===== src/rtl/sfd_cfg.svh =====
// command codes, field positions and register defaults for the spi frame decoder
`ifndef SFD_CFG_SVH
`define SFD_CFG_SVH
`define SFD_FRAME_W      16
`define SFD_CMD_HI       15
`define SFD_CMD_LO       14
`define SFD_ADDR_HI      10
`define SFD_ADDR_LO      8
`define SFD_DATA_HI      7
`define SFD_DATA_LO      0
`define SFD_CMD_DIAG     2'h0
`define SFD_CMD_READ     2'h1
`define SFD_CMD_RESET    2'h2
`define SFD_CMD_WRITE    2'h3
`define SFD_ADDR_MAP     3'h1
`define SFD_ADDR_BOL     3'h2
`define SFD_ADDR_OVL     3'h3
`define SFD_ADDR_OVT     3'h4
`define SFD_ADDR_SLE     3'h5
`define SFD_ADDR_STAT    3'h6
`define SFD_ADDR_CTL     3'h7
`define SFD_DEF_MAP      8'h08
`define SFD_DEF_OTHER    8'h00
`define SFD_RDHDR        5'h08
`endif


===== src/rtl/sfd_pkg.sv =====
// types shared by the spi frame decoder
package sfd_pkg;
    typedef struct packed {
        logic [7:0] map;
        logic [7:0] bol;
        logic [7:0] ovl;
        logic [7:0] ovt;
        logic [7:0] sle;
        logic [7:0] ctl;
    } sfd_regs_t;
endpackage


===== src/rtl/sfd_decoder.sv =====
// spi slave frame decoder with control register bank
// Operation
// - bits 15:14 hold command; 00 only returns diagnosis, registers untouched
// - command 01 captures addressed register, sent during next frame
// - command 10 returns every register to its default, ignoring address and data
// - command 11 stores data byte into addressed register
// - bits 10:8 select the register for read and write
// - bits 7:0 carry write data and returned read data
// - reset loads all registers with defaults before any frame
// - decode on chip select rise only if clock count is nonzero multiple of 8
// - msb first, sample input on falling clock, update output on rising clock
// - chip select fall loads diagnosis; rise clears latched diagnosis flags
// - read takes two frames; second frame may carry a new command
`include "sfd_cfg.svh"
`timescale 1ns/1ps
`default_nettype none
module sfd_decoder
    import sfd_pkg::*;
(
    input  wire logic        CLK,
    input  wire logic        SYS_RST,
    input  wire logic        CS_N,
    input  wire logic        SCLK,
    input  wire logic        SI,
    input  wire logic [15:0] DIAG_IN,
    input  wire logic [7:0]  STATUS_IN,
    output logic             SO_O,
    output logic             SO_OE,
    output sfd_regs_t        REGS,
    output logic             DIAG_CLR
);
    typedef struct packed {
        // pin synchronisers and delayed copies for edge finding
        logic [1:0]  cs_s;
        logic [1:0]  sck_s;
        logic [1:0]  si_s;
        logic        cs_d;
        logic        sck_d;
        // frame shift path
        logic [15:0] sh;
        logic [15:0] tx;
        logic [5:0]  cnt;
        // answer held for the frame after a read command
        logic        rd_pend;
        logic [15:0] rd_word;
        // register bank and pin drivers
        sfd_regs_t   regs;
        logic        so;
        logic        oe;
        logic        dclr;
    } sfd_state_t;

    sfd_state_t st_ff;
    sfd_state_t nxt_st;

    // one source of power-on values, shared by reset and the reset command
    function automatic sfd_regs_t sfd_defaults();
        sfd_regs_t r;
        r     = '{default: `SFD_DEF_OTHER};
        r.map = `SFD_DEF_MAP;
        return r;
    endfunction

    // status comes straight from its input; the unused address zero reads as zero
    function automatic logic [7:0] sfd_rd(
        input sfd_regs_t  r,
        input logic [2:0] a,
        input logic [7:0] stat
    );
        logic [7:0] v;
        v = 8'h00;
        unique case (a)
            `SFD_ADDR_MAP:  v = r.map;
            `SFD_ADDR_BOL:  v = r.bol;
            `SFD_ADDR_OVL:  v = r.ovl;
            `SFD_ADDR_OVT:  v = r.ovt;
            `SFD_ADDR_SLE:  v = r.sle;
            `SFD_ADDR_STAT: v = stat;
            `SFD_ADDR_CTL:  v = r.ctl;
            default:        v = 8'h00;
        endcase
        return v;
    endfunction

    // writes to the read-only status address or to address zero are dropped
    function automatic sfd_regs_t sfd_wr(
        input sfd_regs_t  r,
        input logic [2:0] a,
        input logic [7:0] d
    );
        sfd_regs_t w;
        w = r;
        unique case (a)
            `SFD_ADDR_MAP: w.map = d;
            `SFD_ADDR_BOL: w.bol = d;
            `SFD_ADDR_OVL: w.ovl = d;
            `SFD_ADDR_OVT: w.ovt = d;
            `SFD_ADDR_SLE: w.sle = d;
            `SFD_ADDR_CTL: w.ctl = d;
            default: ;
        endcase
        return w;
    endfunction

    logic        cs_fall;
    logic        cs_rise;
    logic        sck_fall;
    logic        sck_rise;
    logic [1:0]  cmd;
    logic [2:0]  addr;
    logic [7:0]  dat;
    logic        frame_ok;
    logic [15:0] load_word;
    logic [15:0] rd_answer;

    // edges compare the second synchroniser stage with its delayed copy;
    // clock edges seen while chip select is high are ignored
    always_comb begin
        cs_fall  = st_ff.cs_d & ~st_ff.cs_s[1];
        cs_rise  = ~st_ff.cs_d & st_ff.cs_s[1];
        sck_fall = st_ff.sck_d & ~st_ff.sck_s[1] & ~st_ff.cs_s[1];
        sck_rise = ~st_ff.sck_d & st_ff.sck_s[1] & ~st_ff.cs_s[1];
    end

    always_comb begin
        // bits 13:11 are not looked at
        cmd  = st_ff.sh[`SFD_CMD_HI:`SFD_CMD_LO];
        addr = st_ff.sh[`SFD_ADDR_HI:`SFD_ADDR_LO];
        dat  = st_ff.sh[`SFD_DATA_HI:`SFD_DATA_LO];
    end

    // refuse empty, partial-byte and saturated frames; flags are still cleared
    always_comb begin
        frame_ok = (st_ff.cnt != 6'h00) && (st_ff.cnt[2:0] == 3'h0) && (st_ff.cnt != 6'h3f);
    end

    // a pending read answer replaces the diagnosis word for one frame only
    always_comb begin
        if (st_ff.rd_pend) begin
            load_word = st_ff.rd_word;
        end else begin
            load_word = DIAG_IN;
        end
    end

    // the answer is frozen at the end of the read frame, so a write in the next
    // frame cannot change what the master gets back
    always_comb begin
        rd_answer = {`SFD_RDHDR, addr, sfd_rd(st_ff.regs, addr, STATUS_IN)};
    end

    always_comb begin
        nxt_st       = st_ff;
        nxt_st.cs_s  = {st_ff.cs_s[0], CS_N};
        nxt_st.sck_s = {st_ff.sck_s[0], SCLK};
        nxt_st.si_s  = {st_ff.si_s[0], SI};
        nxt_st.cs_d  = st_ff.cs_s[1];
        nxt_st.sck_d = st_ff.sck_s[1];
        nxt_st.dclr  = 1'b0;

        if (cs_fall) begin
            nxt_st.cnt     = 6'h00;
            nxt_st.oe      = 1'b1;
            nxt_st.tx      = load_word;
            nxt_st.so      = load_word[15];
            nxt_st.rd_pend = 1'b0;
        end

        // the first rising edge keeps bit 15, already placed at chip select fall
        if (sck_rise && st_ff.cnt != 6'h00) begin
            nxt_st.so = st_ff.tx[15];
        end

        if (sck_fall) begin
            // input capture and output shift share the falling edge; output shows it on next rise
            nxt_st.sh  = {st_ff.sh[14:0], st_ff.si_s[1]};
            nxt_st.tx  = {st_ff.tx[14:0], st_ff.sh[15]};
            // saturating count keeps long daisy-chain frames from wrapping to a false multiple
            if (st_ff.cnt != 6'h3f) begin
                nxt_st.cnt = st_ff.cnt + 6'h01;
            end
        end

        // output enable drops with chip select so the pin floats between frames
        if (cs_rise) begin
            nxt_st.oe   = 1'b0;
            nxt_st.dclr = 1'b1;
            if (frame_ok) begin
                unique case (cmd)
                    `SFD_CMD_DIAG: ;
                    `SFD_CMD_READ: begin
                        nxt_st.rd_pend = 1'b1;
                        nxt_st.rd_word = rd_answer;
                    end
                    `SFD_CMD_RESET: nxt_st.regs = sfd_defaults();
                    `SFD_CMD_WRITE: nxt_st.regs = sfd_wr(st_ff.regs, addr, dat);
                endcase
            end
        end
    end

    // chip select synchroniser starts idle-high so leaving reset never looks like a frame start
    always_ff @(posedge CLK) begin
        if (SYS_RST) begin
            st_ff         <= '0;
            st_ff.cs_s    <= 2'h3;
            st_ff.cs_d    <= 1'b1;
            st_ff.regs    <= sfd_defaults();
        end else begin
            st_ff <= nxt_st;
        end
    end

    // every output is a register bit; nothing combinational reaches a pin
    assign SO_O     = st_ff.so;
    assign SO_OE    = st_ff.oe;
    assign REGS     = st_ff.regs;
    assign DIAG_CLR = st_ff.dclr;
endmodule
`default_nettype wire


===== config.mk =====
export PLATFORM = sky130hd
export DESIGN_NAME = sfd_decoder
export DESIGN_NICKNAME = d
export VERILOG_FILES = /design/src/rtl/sfd_pkg.sv /design/src/rtl/sfd_decoder.sv
export VERILOG_INCLUDE_DIRS = /design/src /design/src/rtl
export SDC_FILE = /design/constraint.sdc
export NUM_CORES = 1
export LEC_CHECK = 0
export BUFFER_PORTS_ARGS = -buffer_cell sky130_fd_sc_hd__buf_2
export CELL_PAD_IN_SITES_DETAIL_PLACEMENT = 0
export CELL_PAD_IN_SITES_GLOBAL_PLACEMENT = 1
export CORE_ASPECT_RATIO = 2
export CORE_MARGIN = 4
export CORE_UTILIZATION = 47
export DETAILED_ROUTE_END_ITERATION = 16
export GPL_TIMING_DRIVEN = 0
export PLACE_DENSITY_LB_ADDON = 0.1
export SETUP_SLACK_MARGIN = 0.5
export SLEW_MARGIN = 20
export SYNTH_ARGS = -nofsm -noshare
export SYNTH_HDL_FRONTEND = slang
export SYNTH_SLANG_ARGS = --single-unit

===== constraint.sdc =====
create_clock -name CLK -period 3.95 [get_ports CLK]
set_input_delay 0.79 -clock CLK [delete_from_list [all_inputs] [get_ports CLK]]
set_output_delay 0.79 -clock CLK [all_outputs]
set_load 0.005 [all_outputs]

==> results list <==
* Run status: complete, no violations
- Clock tree buffer depth: 2
* Type of element capturing the critical path: flop
* Via/cell ratio: 5.48
* Fraction of synthesized cell area taken by the top area cell type: 42.6%
* Wire length of the first global-routing pass: 22,700 um
* Grt met1 use: 25.1%
- Sinks on Clock Net: 110
- Type of the worst setup path: in -> reg
* Proportion of layout cells with a drive suffix above 1: 30.0%
- Flop pwr share: 51.7%
- Via count of the first global-routing pass: 4,291
- Post-CTS setup buffer count: 0
- The number of hold buffers added after CTS was 0.
- The first detailed-routing pass took 5 iterations.
* Max Transition Viols Final: 0
* Number of setup violations in the final report: 0
- Design area: 6060 sq um
- Post-cts repair resize count: 0
* Placement-stage cell area: 5750 sq um
- Core ar.: 10,800 sq um
- Switching power share of the total: 20.6%
- The average instance in the mapped netlist occupies 9.44 sq um.
* Setup repair after global routing missed its margin: no
- Busiest layer in global routing: met2
- The clock reaches the later pin of the worst-skew pair after 0.35 ns.
- The worst path needs 2.17 ns of the cycle, external delays included.
* Worst supply voltage drop on vdd: 257 uV
- After technology mapping, the gate count stands at 548.
- Combinational logic is responsible for 3.5% of the overall power.
* Worst clock skew: 0.00717 ns
- Derived from the worst setup path, the maximum achievable clock frequency is 460 MHz.
* Final weighted congestion in routability-driven placement: 0.918
- #FFs+latches synth: 110
* Switching power: 447 uW
- Entering global routing, the biggest net connects 17 pins.
- All-layer global routing usage: 23.6%
* Int Pwr: 1730 uW
- Largest area contributor in the netlist: sky130_fd_sc_hd__dfxtp_1
* Power density over the cells: 359 nW/um^2
- Clock tree from TritonCTS: built
- Synthesized netlist net count: 579
- Netlist area before placement: 5170 sq um
- Once placement completed, the tool counted placed cells totaling 767.
- Number of antenna violations at the first check in global routing: 0
* Startpoint of the lowest-slack register-to-register path: addr[1]
* Overflow left after global routing: 0
- Global routing used 43.3% of the available met2 tracks.
- The floorplan has 54 rows.
- I/O pin cnt: 80
- M3 GR Usage: 3.34%
* DRC violations left: 0
- For the worst setup path, the data required time is 4.16 ns.
- Sequential cells were found to cover 42.6% of the synthesized design area.
- Total CTS buffers: 9
- Hold path startpoint: nxt_st[113]
- Total via count in the routed design: 4,287
- Die Footprint: 12,900 sq um
- Data on the critical path arrives at its endpoint at 2.38 ns.
- From synthesis to final layout, the design area changed by 17.2%.
- Detailed placement ended at an HPWL of 11,000 um.
- Wirelength, routed: 14,400 um
* Setup Total Neg Slack: 0 ns
- Initial Util: 47.9%
- The clock network is responsible for 44.8% of the overall power.
- Most used flip-flop cell after synthesis: sky130_fd_sc_hd__dfxtp_1
* Maximum level of the CTS H-tree: 3
- Max-capacitance violation count: 0
- Category of the worst setup path launch point: input pin
* Final hold violation count: 0
* Die Y: 156 um
* Worst slew slack as a fraction of its limit: 51.4%
- Post-route antenna net violation count: 0
- Beginning of the critical path: SYS_RST
* Root buf cell: sky130_fd_sc_hd__clkbuf_16
- Library cells used by synthesis: 51
- Share of flip-flops with an asynchronous set or reset after synthesis: 0%
- Actual slew at the worst max-slew pin: 0.729 ns
- Along the worst path, the maximum fanout reaches 10.
- By area the synthesized netlist is led by sky130_fd_sc_hd__dfxtp_1 (43%), sky130_fd_sc_hd__buf_4 (7.5%), sky130_fd_sc_hd__mux2i_1 (6.8%), sky130_fd_sc_hd__nand2_1 (4.1%), sky130_fd_sc_hd__nand2b_1 (3.6%).
- The number of antenna diodes in the final layout is 0.
- Synthesis warning total: 0
- Non-Filler Instances: 783
- Horizontal extent of the die: 82.2 um
- I/O Buffers: 79
- In the final routed layout, each cell accounts on average for 18.4 um.
- After layout, the design draws a total of 2180 uW.
- The net count of the finished layout is 669.
* List of most frequent post-synthesis cells: sky130_fd_sc_hd__dfxtp_1 (110), sky130_fd_sc_hd__nand2_1 (56), sky130_fd_sc_hd__buf_4 (52)
* Static leakage power: 0.00249 uW
- In this run the worst hold path is classified as reg -> reg.
- Yosys instantiated no cell more often than sky130_fd_sc_hd__dfxtp_1.
* Part of the cycle the worst path needs: 55.0%
- After the first detailed-routing iteration, the DRC count stood at 249.
- Count of fill cells added during filler insertion: 1,023
- After clock tree synthesis, the clock-pin slew on the worst setup and hold paths is 0.07 ns.
- Number of enable flip-flop cells after synthesis: 0
routing by layer:
layer | vias up | part of all wire [%] | wire [um]
li1 | 2073 | - | -
met1 | 2050 | 36 | 5190
met2 | 132 | 55 | 7960
met3 | 32 | 4.1 | 591
met4 | 0 | 4.5 | 643
met5 | - | 0 | 0
cell type report:
type                            count  area (sq um)  area share (%)
Multi-Input combinational cell    346          2410            39.7
Timing Repair Buffer               79           395            6.52
Clock inverter                      3          67.6            1.11
Buffer                             86           543            8.96
Inverter                            6          22.5           0.371
Clock buffer                       13           250            4.13
Tap cell                          140           175            2.89
Sequential cell                   110          2200            36.3
critical path: stages:
cell                       delay, ns
sky130_fd_sc_hd__buf_2          0.18
sky130_fd_sc_hd__clkbuf_1       0.37
sky130_fd_sc_hd__clkbuf_1       0.43
sky130_fd_sc_hd__clkbuf_1       0.50
sky130_fd_sc_hd__nor2_1         0.11
power groups by stage:
stage,combinational (uW),sequential (uW),clock [uW]
3_5_place_dp,77.4,1150,0
5_1_grt,84.3,1130,1030
4_1_cts,77.6,1130,985
3_3_place_gp,76.2,1150,0
6_report,76.6,1130,974
2_1_floorplan,44.8,1150,0
stage by stage:
| stage | utilization, % | setup WS, ns | hold WS [ns] |
|---|---|---|---|
| after floorplan | - | 2.25 | 0.389 |
| after global placement | 53.1 | 1.38 | 0.404 |
| after detailed placement | 53.1 | 1.38 | 0.403 |
| after CTS | 56.1 | 1.75 | 0.422 |
| after global routing | 56.1 | 1.65 | 0.430 |
| final | 56.1 | 1.78 | 0.420 |
worst paths after layout:
kind | endpoint | cells after the start | slack, ns
setup / recovery | st_ff[80] | 5 | 1.78
hold / removal | nxt_st[107] | 1 | 0.42
setup reg to reg | st_ff[54] | 7 | 1.92
hold reg to reg | nxt_st[107] | 1 | 0.42
sequential cells by signal, indices dropped and copies added, names as in the netlist:
name,count
DIAG_CLR,1
REGS,48
SO_O,1
SO_OE,1
addr,3
cmd,2
dat,8
nxt_st,5
st_ff,41
kinds of logic after synthesis:
| logic type | Yosys count | synth area share, % |
|---|---|---|
| flip-flops | 110 | 42.6 |
| multiplexers | 55 | 12.2 |
| XOR/XNOR | 1 | 0.169 |
| buffers and inverters | 92 | 10.9 |
| AND/OR/NAND/NOR | 177 | 18.9 |
| AO/OA/AOI/OAI | 111 | 14.7 |
| adder cells (fa/ha/maj) | 2 | 0.483 |
placed cells by master (no fill, tap or decap), drive strengths merged, types with 2 or more instances in the layout:
cell type	count
buf	147
dfxtp	110
nand2	56
mux2i	35
o21ai	32
clkbuf	31
nand2b	30
a21oi	29
nor2	28
nand3b	24
mux2	15
a222oi	11
nor2b	9
a22o	8
a22oi	7
nand3	7
inv	6
nor3b	6
o2111ai	5
mux4	5
nor3	5
o211ai	4
a2111oi	4
or2	3
or3	2
o22a	2
a31oi	2
a211oi	2
ha	2
bufinv	2
No activity file was read; power rests on OpenSTA's default activity.
